[src/rod_pkg.sv]
// Constants, enumerations and the decoded-instruction record for the
// operand format decoder. Assumes a 32-bit instruction and data word.
package rod_pkg;

  // Word geometry
  localparam int WORD_W = 32;
  localparam int OPC_W = 6;
  localparam int SEL_W = 5;
  localparam int IMM_W = 16;
  localparam int PORT_W = 3;
  localparam int LANES = 4;
  localparam int REG_COUNT = 32;

  // Field positions as labelled: label 0 is the most significant bit
  localparam int OPC_FIRST = 0;
  localparam int DST_FIRST = 6;
  localparam int SRCA_FIRST = 11;
  localparam int SRCB_FIRST = 16;
  localparam int IMM_FIRST = 16;
  localparam int PORT_FIRST = 29;

  // Label to vector index: bit label n sits at index WORD_W-1-n
  localparam int OPC_HI = WORD_W - 1 - OPC_FIRST;
  localparam int DST_HI = WORD_W - 1 - DST_FIRST;
  localparam int SRCA_HI = WORD_W - 1 - SRCA_FIRST;
  localparam int SRCB_HI = WORD_W - 1 - SRCB_FIRST;
  localparam int IMM_HI = WORD_W - 1 - IMM_FIRST;
  localparam int PORT_HI = WORD_W - 1 - PORT_FIRST;

  // Opcode bits, counted from the opcode's least significant end
  localparam int OPC_FORMAT_BIT = 3;
  localparam int OPC_STORE_BIT = 2;
  localparam int OPC_LOGIC_BIT = 2;

  // Opcode values and classes
  localparam logic [OPC_W-1:0] OPC_IMM_PREFIX = 6'h2c;
  localparam logic [OPC_W-1:0] OPC_STREAM = 6'h1b;
  localparam logic [OPC_W-1:0] OPC_SHIFT = 6'h24;
  localparam logic [OPC_W-1:0] OPC_SPECIAL_REG = 6'h25;
  localparam logic [1:0] CLASS_ARITH = 2'h0;
  localparam logic [1:0] CLASS_ARITH_EXT = 2'h1;
  localparam logic [1:0] CLASS_LOGIC_BRANCH = 2'h2;
  localparam logic [1:0] CLASS_MEMORY = 2'h3;
  localparam logic [1:0] SIZE_CODE_BYTE = 2'h0;
  localparam logic [1:0] SIZE_CODE_HALF = 2'h1;
  localparam logic [1:0] SIZE_CODE_WORD = 2'h2;

  // Byte lanes, bit LANES-1 is the lane at the lowest byte address
  localparam logic [LANES-1:0] LANES_NONE = 4'h0;
  localparam logic [LANES-1:0] LANES_FIRST_BYTE = 4'h8;
  localparam logic [LANES-1:0] LANES_UPPER_HALF = 4'hc;
  localparam logic [LANES-1:0] LANES_LOWER_HALF = 4'h3;
  localparam logic [LANES-1:0] LANES_WORD = 4'hf;

  typedef enum logic {ROD_FMT_REG, ROD_FMT_IMM} rod_format_t;
  typedef enum logic [2:0] {
    ROD_GRP_ARITH, ROD_GRP_LOGIC, ROD_GRP_BRANCH, ROD_GRP_MEMORY,
    ROD_GRP_SPECIAL
  } rod_group_t;
  typedef enum logic [1:0] {
    ROD_SIZE_BYTE, ROD_SIZE_HALF, ROD_SIZE_WORD, ROD_SIZE_NONE
  } rod_size_t;

  typedef struct packed {
    logic valid;
    rod_format_t format;
    rod_group_t group;
    logic [OPC_W-1:0] opcode;
    logic [SEL_W-1:0] dest_sel;
    logic [SEL_W-1:0] source_sel_a;
    logic [SEL_W-1:0] source_sel_b;
    logic uses_sel_b;
    logic [WORD_W-1:0] operand_imm;
    logic imm_prefixed;
    logic stream_valid;
    logic [PORT_W-1:0] stream_port_select;
    logic mem_valid;
    logic mem_store;
    rod_size_t mem_size;
    logic [LANES-1:0] byte_enable;
    logic misaligned;
  } rod_decode_t;

endpackage

[src/rod_decoder.sv]
// Operand format decoder: splits each fetched word into format, group,
// register selectors, immediate, stream port and memory lane controls.
// Assumes fetch and execute share this clock and the core reset.
// Contract
// - Every instruction is one word, two formats
// - Register format yields two sources, one destination
// - Immediate format yields one source, 16-bit immediate
// - Prefix widens the following immediate to 32
// - Immediate format always yields one destination
// - Selectors address thirty-two 32-bit registers
// - Stream transfers carry 3-bit port designator
// - Sign extension replicates immediate top bit
// - Memory accesses aligned to their data size
// - Big-endian, bit 0 most significant
// - Word, half word and byte sizes supported
// - Five groups: arithmetic, logical, branch, memory, special
// - Opcode, destination, source a, source b fields
`timescale 1ns/1ns
`default_nettype none

module rod_decoder
  import rod_pkg::*;
#(
  parameter int REGS = rod_pkg::REG_COUNT
) (
  // Clock and control
  input wire logic clock,
  input wire logic reset,
  input wire logic clock_enable,
  // From fetch
  input wire logic fetch_valid,
  input wire logic [rod_pkg::WORD_W-1:0] fetch_word,
  // Low address bits of the access that goes with this word
  input wire logic [1:0] access_addr_low,
  // To execute
  output var rod_pkg::rod_decode_t decode,
  output logic prefix_pending
);
  import rod_pkg::*;

  // Byte lanes for a size at a byte offset; none when misaligned
  function automatic logic [LANES-1:0] lanes_for(input rod_size_t size,
                                                 input logic [1:0] addr);
    logic [LANES-1:0] lanes;
    lanes = LANES_NONE;
    case (size)
      ROD_SIZE_BYTE: lanes = LANES_FIRST_BYTE >> addr;
      ROD_SIZE_HALF: begin
        if (!addr[0]) begin
          lanes = addr[1] ? LANES_LOWER_HALF : LANES_UPPER_HALF;
        end
      end
      ROD_SIZE_WORD: begin
        if (addr == 2'h0) begin
          lanes = LANES_WORD;
        end
      end
      default: lanes = LANES_NONE;
    endcase
    return lanes;
  endfunction

  // Prefix state: upper half of the next immediate
  logic [IMM_W-1:0] prefix_high;

  // Field extraction, labels counted from the most significant bit
  wire logic [OPC_W-1:0] opcode = fetch_word[OPC_HI -: OPC_W];
  wire logic [SEL_W-1:0] dest_field = fetch_word[DST_HI -: SEL_W];
  wire logic [SEL_W-1:0] srca_field = fetch_word[SRCA_HI -: SEL_W];
  wire logic [SEL_W-1:0] srcb_field = fetch_word[SRCB_HI -: SEL_W];
  wire logic [IMM_W-1:0] imm_field = fetch_word[IMM_HI -: IMM_W];
  wire logic [PORT_W-1:0] port_field =
    fetch_word[PORT_HI -: PORT_W];
  wire logic [1:0] op_class = opcode[OPC_W-1 -: 2];

  // Format from one opcode bit
  wire rod_format_t format = opcode[OPC_FORMAT_BIT] ? ROD_FMT_IMM
                                                    : ROD_FMT_REG;
  wire logic is_prefix = opcode == OPC_IMM_PREFIX;
  wire logic is_stream = opcode == OPC_STREAM;
  wire logic is_memory = op_class == CLASS_MEMORY;

  // Functional group
  wire logic upper_logic = !opcode[OPC_LOGIC_BIT] || opcode == OPC_SHIFT;
  wire logic upper_special = is_prefix || opcode == OPC_SPECIAL_REG;
  wire rod_group_t upper_group =
    upper_special ? ROD_GRP_SPECIAL :
    upper_logic ? ROD_GRP_LOGIC : ROD_GRP_BRANCH;
  wire rod_group_t group =
    is_stream ? ROD_GRP_SPECIAL :
    (op_class == CLASS_ARITH || op_class == CLASS_ARITH_EXT) ?
      ROD_GRP_ARITH :
    op_class == CLASS_LOGIC_BRANCH ? upper_group : ROD_GRP_MEMORY;

  // Immediate: prefixed to a full word, else sign extended
  wire logic use_prefix = prefix_pending && format == ROD_FMT_IMM;
  wire logic [WORD_W-1:0] sign_ext =
    {{(WORD_W-IMM_W){imm_field[IMM_W-1]}}, imm_field};
  wire logic [WORD_W-1:0] full_imm =
    use_prefix ? {prefix_high, imm_field} : sign_ext;

  // Memory size from the low opcode bits
  wire logic [1:0] size_code = opcode[1:0];
  wire rod_size_t mem_size =
    !is_memory ? ROD_SIZE_NONE :
    size_code == SIZE_CODE_BYTE ? ROD_SIZE_BYTE :
    size_code == SIZE_CODE_HALF ? ROD_SIZE_HALF :
    size_code == SIZE_CODE_WORD ? ROD_SIZE_WORD : ROD_SIZE_NONE;
  wire logic [LANES-1:0] lanes = lanes_for(mem_size, access_addr_low);
  // An unaligned or unsized access gets no lanes and is flagged
  wire logic misaligned = is_memory && lanes == LANES_NONE;

  // Selectors reach a register file of REGS entries
  wire logic [SEL_W-1:0] dest_sel =
    SEL_W'(dest_field % REGS);
  wire logic [SEL_W-1:0] srca_sel = SEL_W'(srca_field % REGS);
  wire logic [SEL_W-1:0] srcb_sel = SEL_W'(srcb_field % REGS);
  wire logic uses_b = format == ROD_FMT_REG && !is_stream;

  // Assemble the record in the cycle the word is presented
  rod_decode_t next_decode;
  always_comb begin
    next_decode = '0;
    next_decode.valid = fetch_valid;
    next_decode.format = format;
    next_decode.group = group;
    next_decode.opcode = opcode;
    next_decode.dest_sel = dest_sel;
    next_decode.source_sel_a = srca_sel;
    next_decode.source_sel_b = uses_b ? srcb_sel : '0;
    next_decode.uses_sel_b = uses_b;
    // Register format carries no immediate
    next_decode.operand_imm =
      format == ROD_FMT_IMM ? full_imm : '0;
    next_decode.imm_prefixed = use_prefix;
    next_decode.stream_valid = is_stream;
    next_decode.stream_port_select = is_stream ? port_field : '0;
    next_decode.mem_valid = is_memory;
    next_decode.mem_store = is_memory && opcode[OPC_STORE_BIT];
    next_decode.mem_size = mem_size;
    next_decode.byte_enable = lanes;
    next_decode.misaligned = misaligned;
  end

  // Prefix holds only for the instruction directly after it
  wire logic next_pending = fetch_valid ? is_prefix
                                        : prefix_pending;

  always_ff @(posedge clock) begin
    if (reset) begin
      decode <= '0;
      prefix_pending <= 1'b0;
      prefix_high <= '0;
    end else if (clock_enable) begin
      decode <= next_decode;
      prefix_pending <= next_pending;
      if (fetch_valid && is_prefix) begin
        prefix_high <= imm_field;
      end
    end
  end

endmodule // rod_decoder

`default_nettype wire

[config.mk]
export PLATFORM = sky130hd
export DESIGN_NAME = rod_decoder
export DESIGN_NICKNAME = d
export VERILOG_FILES = /design/src/rod_pkg.sv /design/src/rod_decoder.sv
export SDC_FILE = /design/constraint.sdc
export NUM_CORES = 1
export LEC_CHECK = 0
export ABC_CLOCK_PERIOD_IN_PS = 1450
export BUFFER_PORTS_ARGS = -buffer_cell sky130_fd_sc_hd__buf_2
export CAP_MARGIN = 30
export CORE_ASPECT_RATIO = 1.2
export CORE_MARGIN = 1
export CORE_UTILIZATION = 45
export DETAILED_ROUTE_END_ITERATION = 12
export PLACE_DENSITY = 0.77
export SLEW_MARGIN = 20
export SYNTH_ARGS = -nofsm -noshare
export SYNTH_HDL_FRONTEND = slang
export SYNTH_SLANG_ARGS = --single-unit
[constraint.sdc]
create_clock -name clock -period 1.45 [get_ports clock]
set_clock_uncertainty 0.15 [all_clocks]
set_input_delay 0.2175 -clock clock [delete_from_list [all_inputs] [get_ports clock]]
set_output_delay 0.2175 -clock clock [all_outputs]
set_load 0.01 [all_outputs]
# Word level (Yosys, flattened, before mapping)
# Index checks and enable logic that the tools add are counted.
op_classes:
  addsub: 0
  n_mul: 0
  div: 0
  magnitude_cmp: 0
  eq_ne: 11
  shifts: 1
  muxes: 18
  n_bitwise: 1
  reduce_logical: 17
op_table:
  columns: ["cell", "count"]
  rows:
  - ["$mux 32", 2]
  - ["$eq 6x6->1 const B", 3]
  - ["$mux 3", 5]
  - ["$mux 4", 3]
  - ["$pmux 4 s3", 1]
  - ["$eq 2x2->1 const B", 4]
  - ["$logic_not 2->1", 4]
  - ["$mux 2", 4]
  - ["$eq 2x1->1 const B", 3]
  - ["$eq 6x5->1 const B", 1]
  - ["$logic_and 1x1->1", 5]
  - ["$mux 5", 1]
  - ["$logic_not 4->1", 1]
  - ["$reduce_and 2->1", 2]
  - ["$shr 4x2->4 const A", 1]
  - ["$logic_or 1x1->1", 3]
  - ["$logic_not 1->1", 2]
  - ["$mux 1", 2]
  - ["$not 1->1", 1]
word_totals:
  regBits: 90
  latch_bits: 0
  ramBits: 0
  romBits: 0
  wordCells: 67
  n_memories: 0

# Longest topological paths before layout
# Gate-level depths: netlist (run 1).
logic_depth:
  word_depth: 9
  mapped_depth: 6
  ltp_nobuf: 3

# Least setup slack after synthesis (run 1)
# OpenSTA, ideal clock, no wires.
synth_timing:
  path_kind: "input port to flip-flop"
  from: "input fetch_word[29] (netlist bit)"
  to: "register prefix_high[10]"
  setup_time_ps: 72
  arrival_time_ps: 1192
  path_slack_ps: 36
  cell_stages: 6
  path_buffers: 3
  cell_sequence: "buf_2 -> nor2b_1 -> and4_4 -> buf_6 -> buf_6 -> mux2i_1"
synth_via:
  elab_chain_cells: 3
synth_lines:
  columns: ["element", "line", "text"]
  rows:
  - ["from (decl)", "rod_decoder.sv:32", "input wire logic [rod_pkg::WORD_W-1:0] fetch_word,"]
  - ["$eq 6x6->1", "rod_decoder.sv:79", "wire logic is_prefix = opcode == OPC_IMM_PREFIX;"]
  - ["$logic_and 1x1->1", "rod_decoder.sv:157", "if (fetch_valid && is_prefix) begin"]
  - ["$reduce_and 2->1 (no line)", null, null]
  - ["to (signal assigned)", "rod_decoder.sv:158", "prefix_high <= imm_field;"]
  - ["to (decl)", "rod_decoder.sv:64", "logic [IMM_W-1:0] prefix_high;"]
# Every way passes these cells.
# A chain may end at the register's enable or synchronous reset.

# Worst setup path in the final report (run 1)
layout_timing:
  from: "register prefix_pending"
  to: "output prefix_pending"
layout_rtl:
  columns: ["element", "line", "text"]
  rows:
  - ["from (decl)", "rod_decoder.sv:37", "output logic prefix_pending"]
  - ["from (signal assigned)", "rod_decoder.sv:156", "prefix_pending <= next_pending;"]
# No word-level cell between the ends.

==> metrics.txt, run 1 <==
status finished clean; share of the synthesized area in the top cell type 51.6%; pre-CTS setup slack -0.361 ns; slew margin rel. 73.0%; worst endpoint required time 1.08 ns; global-route usage over all layers 23.5%; NumNets Final 564; DRT Pass-1 Iters 4; r2r worst-path depth 5; LEAKAGE 0.00216 uW; wire per inst 14.5 um; hold path depth 3; Setup Viol. Count Final 0; largest net degree at the start of global routing 33; Gate Count Post-Synth 384; reg-to-reg endpoint decode[36]; Starting Density 46.9%; post-route core utilization 64.7%; CP peak stage delay 0.37 ns; clk root buf clkbuf_8; setup ws final 0.0756 ns; r2r setup slk 0.18 ns; Hold EP decode[72]; Area Growth Syn to Fin 37.7%; worst vdd ir 690 uV; CP top delay family flip-flops; measured slew at the worst slew-check pin 0.401 ns; antenna cell count 0; Fmax 728 MHz; max-slew violations 0; CP cell instances buf_6 > buf_2; Pwr Density 1110 nW/um^2; Num CTS Buffers 9; clk slew on worst S/H paths 0.09 ns; #FFs+latches synth 89; DRT Wirelength 9010 um; mapped cell area 3450 sq um; min-delay src fetch_valid; post-synthesis sequential area ratio 51.6%; CP max stage cell dfxtp_2; CTS max path bufs 2; CP Max Fanout 11; post-DR vias/cell 5.29; Core Area 7360 sq um; Max-Cap Viols 0; Reg area 1780 sq um; library cells used by synthesis 40; Synth Area per Inst 9.00 sq um; placed standard-cell area 4220 sq um; initial DRC count 107; ratio of cells with drive above 1 in the final layout 30.1%; clk_lat worst skew 0.36 ns; worst reg2reg startpoint prefix_pending; Arrival @ worst endpoint 1.01 ns; CTS tree done; final hold violation count 0; PnR Total Power 5270 uW; Min Clock Period, post-route 1.37 ns; num rows 34; footprint of the multi-input gates 1500 sq um; Post-Synthesis Net Count 422; initial antenna violation count 0; H-Tree Depth 3; total grt overflow 0; first-pass GRT wire length 14600 um; crit share post-route 94.8%; I/O Buffers 111; vias 3283; final instance area 4760 sq um; type of the tightest min-delay check in -> reg; GP Congestion 0.793; vias in the first global route 3145; Worst Setup Path Type reg -> out; Worst setup EP type primary output; top cell type by total area after synthesis dfxtp_1; die area 8030 sq um; Warnings, synthesis 0; Die Ht 98.0 um; Synth area leaders dfxtp_1, mux2i_1, nand2_1; DIE WIDTH 82.0 um; Fillers 591; DP HPWL 6110 um; worst path bufs/invs 2; RSZ-0062 raised after global routing false; Critical Path Source Type flip-flop; post-route ant nets 0; CTS sink count 89; I/O pin total 112; DRC violation count after routing 0
==> timing repair <==
action,CTS,global route
setup buffers,0,3
hold endpoints to repair,45,0
setup endpoints to repair,17,11
gates resized for setup,2,2
hold buffers,26,0
==> placed cells by master (no fill, tap or decap), types with 2 or more instances in the layout <==
master	netlist	layout
bufinv_16	0	3
buf_2	9	111
clkbuf_8	0	9
mux2i_1	31	31
o221a_2	2	2
inv_6	0	2
buf_12	0	5
o21ai_0	16	16
a21oi_1	27	27
dfxtp_1	89	88
and2_1	17	17
dlygate4sd3_1	0	26
nand3_1	7	7
buf_4	1	22
inv_1	6	6
xor2_1	2	2
o32ai_1	3	3
o41ai_1	2	2
nor2b_1	3	2
nand2_1	60	60
a22oi_1	19	19
nor3b_1	2	2
nand4_1	5	5
nor2_1	40	40
nor3_1	2	2
==> worst register-to-register path, cell delays in order (launching register included) <==
cell,delay [ns]
dfxtp_2,0.35
buf_6,0.14
buf_4,0.15
and2_1,0.13
o21ai_0,0.15
a21oi_1,0.08
==> per-layer routing <==
layer  vias to the layer above  wire length, um  GRT usage, %
li1                       1600                -             -
met1                      1560             3790          27.2
met2                       105             4560          40.9
met3                        18              461          4.58
met4                         0              186          10.5
met5                         -                0             0
==> power by group <==
| group | total, uW | switching (uW) | internal, uW |
|---|---|---|---|
| sequential | 2570 | 43.6 | 2520 |
| clock | 2090 | 929 | 1160 |
| combinational | 610 | 321 | 289 |
| total | 5270 | 1290 | 3970 |
==> cell type report <==
type / count / area share, %
clock buffers: 9 / 2.60
clock inverters: 7 / 2.60
inverters: 7 / 0.552
multi-input cells: 254 / 31.4
flip-flops and latches: 89 / 37.5
well taps: 90 / 2.37
repair buffers: 165 / 23.0
==> worst max-delay path by stage <==
stage | start | end | slack (ns) | cells after the start
global route | access_addr_low[0] | decode[1] | 0.02 | 4
finish | prefix_pending | prefix_pending | 0.08 | 2
CTS | prefix_pending | decode[41] | 0.01 | 3
floorplan | fetch_word[29] | prefix_high[10] | 0.04 | 6
global placement | fetch_word[15] | decode[42] | -0.20 | 4
detailed placement | fetch_word[15] | decode[41] | -0.36 | 4
==> metrics by stage <==
step	hold WS [ns]	std cells	TNS, ns
floorplan	0.210	384	0
global placement	0.288	576	-3.65
detailed placement	0.298	576	-5.37
CTS	0.00680	618	0
global route	0.0221	621	0
finish	0.0169	621	0
==> registers in the layout, summed over array words and instances, names as in the netlist <==
name	cells
prefix_high	16
prefix_pending	1
decode	72
==> Yosys cell counts <==
cell type	n
a22o_1	1
nand2b_1	1
and4bb_1	1
inv_1	6
o211ai_1	1
a211o_1	1
a221oi_1	1
a31oi_1	1
mux2i_1	31
o32ai_1	3
a22oi_1	19
and2_1	17
o41a_1	1
o211a_1	1
nand4_1	5
o21ai_0	16
a2111o_1	1
clkbuf_1	21
nand3_1	7
a21oi_1	27
nor2b_1	3
o21a_1	1
o221a_2	2
buf_4	1
clkinv_1	1
buf_6	2
xnor2_1	1
o2bb2ai_1	1
and4_4	1
buf_1	1
nor2_1	40
xor2_1	2
nand2_1	60
o41ai_1	2
o311ai_0	1
nor3_1	2
nor3b_1	2
dfxtp_1	89
a2bb2oi_1	1
buf_2	9
==> cells by family after synthesis <==
logic type	share of synthesized area [%]
flip-flops	51.6
buffers and inverters	5.32
multiplexers	8.98
AND/OR/NAND/NOR	18.0
XOR/XNOR	0.761
AO/OA/AOI/OAI	15.4
(Power assumes the default switching activity.)
==> run 2: changes to the inputs <==
--- a/config.mk
+++ b/config.mk
@@ -13,6 +13,7 @@
 export CORE_UTILIZATION = 45
 export DETAILED_ROUTE_END_ITERATION = 12
 export PLACE_DENSITY = 0.77
+export SETUP_SLACK_MARGIN = 0.2
 export SLEW_MARGIN = 20
 export SYNTH_ARGS = -nofsm -noshare
 export SYNTH_HDL_FRONTEND = slang
==> run 2 against run 1 <==
  * Via count fell by 2.7%
  * Routed wire length fell by 1.1%
  * Fmax rose by 7.7%
  * Design area fell by 0.60%
  * Largest cell class unchanged
  * Total power fell by 4.9%
  * Sequential share of layout area rose by 1.0 points
  * First-iteration DRC count rose by 73%
  * Worst setup slack improved by 0.099 ns
  * Critical path depth did not move
  * Sequential power barely moved
  * Combinational power fell by 0.8%
  * Global-route usage fell by 0.25 points
==> metrics.txt, run 2 (same netlist as run 1, synthesis figures left out) <==
Top Metal Used met4; Area Growth Syn to Fin 36.9%; Min Clock Period, post-route 1.28 ns (-0.0986 ns); r2r worst-path depth 5 (unchanged); Fmax 784 MHz (+7.7%); Met2 Routed Length 4430 um (-2.9%); RSZ-0062 raised after global routing true; DP HPWL 5970 um (-2.3%); Worst setup EP type primary output; clk root buf clkbuf_8; Fillers 629 (+6.4%); initial antenna violation count 0 (unchanged); Reg area 1820 sq um (+2.0%); largest net degree at the start of global routing 29 (-12%); largest registers decode x72, prefix_high x16, prefix_pending x1; Die Ht 98.0 um (unchanged); Setup Viol. Count Final 0 (unchanged); M1 WL 3850 um (+1.5%); global-route usage over all layers 23.3% (-0.25 points); final instance area 4730 sq um (-0.60%); antenna cell count 0 (unchanged); vias 3193 (-2.7%); Worst Setup Path Type reg -> out; commonest non-fill, non-tap cell in the layout buf_2; vias in the first global route 3094 (-1.6%); Biggest register decode; clk_lat worst skew 0.36 ns (about the same); CTS max path bufs 2 (unchanged); DRC violation count after routing 0 (unchanged); CTS tree done; LEAKAGE 0.00214 uW (-0.91%); CTS sink count 89 (unchanged); initial DRC count 185 (+73%); CP Max Fanout 2 (-9); num rows 34 (unchanged); commonest cells after routing, fill and taps aside buf_2, nand2_1, dfxtp_1; H-Tree Depth 3 (unchanged); type of the tightest min-delay check in -> reg; worst vdd ir 588 uV (-15%); hold path depth 3 (unchanged); DIE WIDTH 82.0 um (unchanged); Arrival @ worst endpoint 0.91 ns (-0.10 ns); status finished clean; NumNets Final 561 (-0.53%); Num CTS Buffers 9 (unchanged); I/O pin total 112 (unchanged); setup TNS 0 ns (unchanged); max-slew violations 0 (unchanged); footprint of the multi-input gates 1510 sq um (+0.75%); clk slew on worst S/H paths 0.09 ns (about the same); GP Congestion 0.825 (+4.0%); I/O Buffers 111 (unchanged); DRT Wirelength 8900 um (-1.1%); met3 routed WL 455 um (-1.3%); r2r setup slk 0.19 ns (about the same); worst endpoint required time 1.08 ns (about the same); measured slew at the worst slew-check pin 0.403 ns (+0.00263 ns); ratio of cells with drive above 1 in the final layout 35.4% (+5.3 points); post-DR vias/cell 5.17 (-2.3%); slew margin rel. 72.8% (-0.18 points); placed standard-cell area 4170 sq um (-1.2%); post-route ant nets 0 (unchanged); wire per inst 14.4 um (-0.66%); Critical Path Source Type flip-flop; final hold violation count 0 (unchanged); Core Area 7360 sq um (unchanged); Max-Cap Viols 0 (unchanged); first-pass GRT wire length 14500 um (-0.71%); Pwr Density 1060 nW/um^2 (-4.3%); die area 8030 sq um (unchanged); total grt overflow 0 (unchanged); crit share post-route 88.0% (-6.8 points); max reg flops 72 (unchanged); DRT Pass-1 Iters 4 (unchanged); Starting Density 46.9% (unchanged)
-- run 2: changes by cell type in the layout (fill, tap and decap cells not counted), moves of 2 or more --
cell / before / now
buf_12: 5 / 3
buf_2: 111 / 109
clkinv_2: 0 / 3
dfxtp_1: 88 / 59
dfxtp_2: 1 / 30
inv_6: 2 / 0
o21ai_0: 16 / 1
o21ai_1: 0 / 14
-- run 2: final cells by class --
cell class                      count  area share, %
Tap cell                           90           2.38
Clock inverter                      6           1.75
Clock buffer                       10           2.70
Timing Repair Buffer              162           22.3
Multi-Input combinational cell    254           31.9
Sequential cell                    89           38.5
Inverter                            7          0.556
-- run 2: timing repair --
action / CTS / global route
hold endpoints to repair: 44 / 0
endpoints found under the setup margin: 20 / 45
hold buffers: 26 / 0
gates resized for setup: 14 / 36
setup buffers: 3 / 0
-- run 2: final timing paths --
path,from,to
min,fetch_word[15],prefix_high[15]
min reg2reg,prefix_high[13],prefix_high[13]
max,prefix_pending,prefix_pending
max reg2reg,prefix_pending,decode[41]
-- run 2: worst max-delay path, stage by stage, from the launching register on --
cell and delay, ns:
dfxtp_2 0.34, buf_6 0.11, buf_6 0.11
-- run 2: layer usage --
metal  GRT usage, %  up-vias
met5              0        -
met4           8.50        0
met3           5.98       14
met2           38.0      109
met1           29.1     1480
li1               -     1590
-- run 2: power breakdown --
part	switching (uW)	internal (uW)
Clock	869	963
Combinational	323	282
Sequential	42.2	2530
-- run 2: stage by stage --
step           util [%]  total power, uW  cells  hold slack (ns)  setup WS [ns]
2_1_floorplan         -             2920    384            0.210         0.0978
3_3_place_gp       56.6             3140    573            0.288        -0.0248
3_5_place_dp       56.6             3150    573            0.297        -0.0856
4_1_cts            63.7             5030    618          0.00198          0.161
5_1_grt            64.3             5240    618          0.00839          0.121
6_report           64.3             5010    618           0.0174          0.174
==> run 3: changes to the inputs <==
--- a/config.mk
+++ b/config.mk
@@ -10,9 +10,11 @@
 export CAP_MARGIN = 30
 export CORE_ASPECT_RATIO = 1.2
 export CORE_MARGIN = 1
-export CORE_UTILIZATION = 45
+export CORE_UTILIZATION = 47
+export CTS_BUF_LIST = sky130_fd_sc_hd__clkbuf_4
 export DETAILED_ROUTE_END_ITERATION = 12
-export PLACE_DENSITY = 0.77
+export MAX_ROUTING_LAYER = met4
+export PLACE_DENSITY = 0.8
 export SETUP_SLACK_MARGIN = 0.2
 export SLEW_MARGIN = 20
 export SYNTH_ARGS = -nofsm -noshare
==> run 3 against run 2 <==
  * Via count up 8.6%
  * First-iteration DRC count grew 21%
  * Fmax shrank 3.0%
  * Clock power shrank 24%
  * Clock-buffer cell count rose by 2
  * Critical path type unchanged
  * Routed wire length is 21% higher
  * Sequential cell count unchanged
  * Register-to-register slack worse by 0.05 ns
  * Die area shrank 4.2%
  * Highest routed layer unchanged
==> metrics.txt, run 3 (same netlist as run 1, synthesis figures left out) <==
WHS 0.0176 ns (+0.000221 ns); CTS sink count 89 (unchanged); type of the tightest min-delay check in -> reg; Biggest register decode; max-slew violations 0 (unchanged); M2 GR Usage 51.1% (+13 points); Arrival @ worst endpoint 0.95 ns (+0.04 ns); Starting Density 49.5% (+2.6 points); Die Ht 95.9 um (-2.1%); first-pass GRT wire length 16400 um (+13%); commonest cells after routing, fill and taps aside buf_6, dfxtp_2, nand2_1; CP max stage cell dfxtp_4; DRC violation count after routing 0 (unchanged); NumNets Final 587 (+4.6%); Max-Cap Viols 0 (unchanged); DRT Pass-1 Iters 5 (+1); worst vdd ir 692 uV (+18%); hold path depth 3 (unchanged); num rows 33 (-2.9%); Critical Path Source Type flip-flop; Area Growth Syn to Fin 56.8%; Fmax 760 MHz (-3.0%); I/O pin total 112 (unchanged); Num CTS Buffers 9 (unchanged); post-route ant nets 0 (unchanged); initial antenna violation count 0 (unchanged); initial DRC count 224 (+21%); worst path bufs/invs 1 (-1); worst endpoint required time 1.08 ns (about the same); status finished clean; M1 GR Usage 31.5% (+2.4 points); vias 3468 (+8.6%); max reg flops 72 (unchanged); Worst setup EP type primary output; CP top delay family flip-flops; Min Clock Period, post-route 1.32 ns (+0.0397 ns); wire per inst 16.7 um (+16%); die area 7700 sq um (-4.2%); LEAKAGE 0.00234 uW (+9.3%); CP Max Fanout 8 (+6); CTS max path bufs 2 (unchanged); clk slew on worst S/H paths 0.14 ns (+0.05 ns); Setup Viol. Count Final 0 (unchanged); Core Area 6980 sq um (-5.2%); largest registers decode x72, prefix_high x16, prefix_pending x1; Pwr Density 880 nW/um^2 (-17%); DP HPWL 5830 um (-2.3%); DIE WIDTH 80.3 um (-2.1%); r2r worst-path depth 5 (unchanged); DRT Wirelength 10700 um (+21%); I/O Buffers 111 (unchanged); antenna cell count 0 (unchanged); setup ws final 0.135 ns (-0.0397 ns); final hold violation count 0 (unchanged); global-route usage over all layers 29.1% (+5.8 points); largest net degree at the start of global routing 29 (unchanged); CP peak stage delay 0.41 ns (+0.07 ns); post-route core utilization 77.6% (+13 points); Worst path depth 1 (-1); H-Tree Depth 3 (unchanged); global-route met3 utilization 5.12% (-0.86 points); CP cell instances buf_6; CTS tree done; clk_lat worst skew 0.44 ns (+0.08 ns); vias in the first global route 3403 (+10%); measured slew at the worst slew-check pin 0.379 ns (-0.0246 ns); GP Congestion 0.812 (-1.5%); post-DR vias/cell 5.41 (+4.7%); slew margin rel. 74.4% (+1.7 points); crit share post-route 90.7% (+2.7 points); clk root buf clkbuf_4; RSZ-0062 raised after global routing true; ratio of cells with drive above 1 in the final layout 44.9% (+9.5 points); Worst Setup Path Type reg -> out; commonest non-fill, non-tap cell in the layout buf_6; total grt overflow 0 (unchanged); GRT Max-Usage Layer met2; pre-CTS setup slack -0.0771 ns (+0.00853 ns)
==> run 3: power breakdown <==
group          switching, uW  internal (uW)  total (uW)
registers               63.7           2540        2600
clock network            817            575        1390
logic                    355            413         769
total                   1240           3530        4760
==> run 3: final cells by class <==
class | count | area [sq um]
Timing Repair Buffer | 188 | 1750
Multi-Input combinational cell | 254 | 1520
Inverter | 7 | 28.8
Fill cell | 444 | 1560
Sequential cell | 89 | 1880
Clock inverter | 4 | 43.8
Clock buffer | 12 | 90.1
Tap cell | 87 | 109
==> run 3: tightest hold or removal path, cell delays in order <==
cell and delay, ns:
buf_2 0.16, o311ai_0 0.12, a21oi_1 0.07
==> run 3: path summary, 6_finish.rpt <==
check                                startpoint         endpoint  slack [ns]
worst max-delay path             prefix_pending   prefix_pending        0.13
worst min-delay path               clock_enable       decode[68]        0.02
worst max register to register   prefix_pending       decode[43]        0.14
worst min register to register  prefix_high[11]  prefix_high[11]        0.31
==> run 3: stage by stage <==
stage / total power (uW) / instances / setup TNS [ns] / cell area, sq um
final: 4760 / 641 / 0 / 5420
after global routing: 4920 / 641 / 0 / 5420
after CTS: 4700 / 629 / 0 / 5250
after detailed placement: 3150 / 573 / -0.653 / 4170
after global placement: 3140 / 573 / 0 / 4170
after floorplan: 2920 / 384 / 0 / 3490
==> run 3: repair_timing <==
action / 4_1_cts / 5_1_grt
resized for setup: 148 / 15
gates cloned: 0 / 1
hold endpoints to repair: 60 / 0
pin swaps: 0 / 3
endpoints found under the setup margin: 90 / 120
buffers inserted: 5 / 11
hold buffers: 35 / 0
==> run 3: layer usage <==
layer	routed length, um	up-vias
met5	0	-
met4	348	0
met3	498	31
met2	5640	131
met1	4250	1660
li1	-	1646
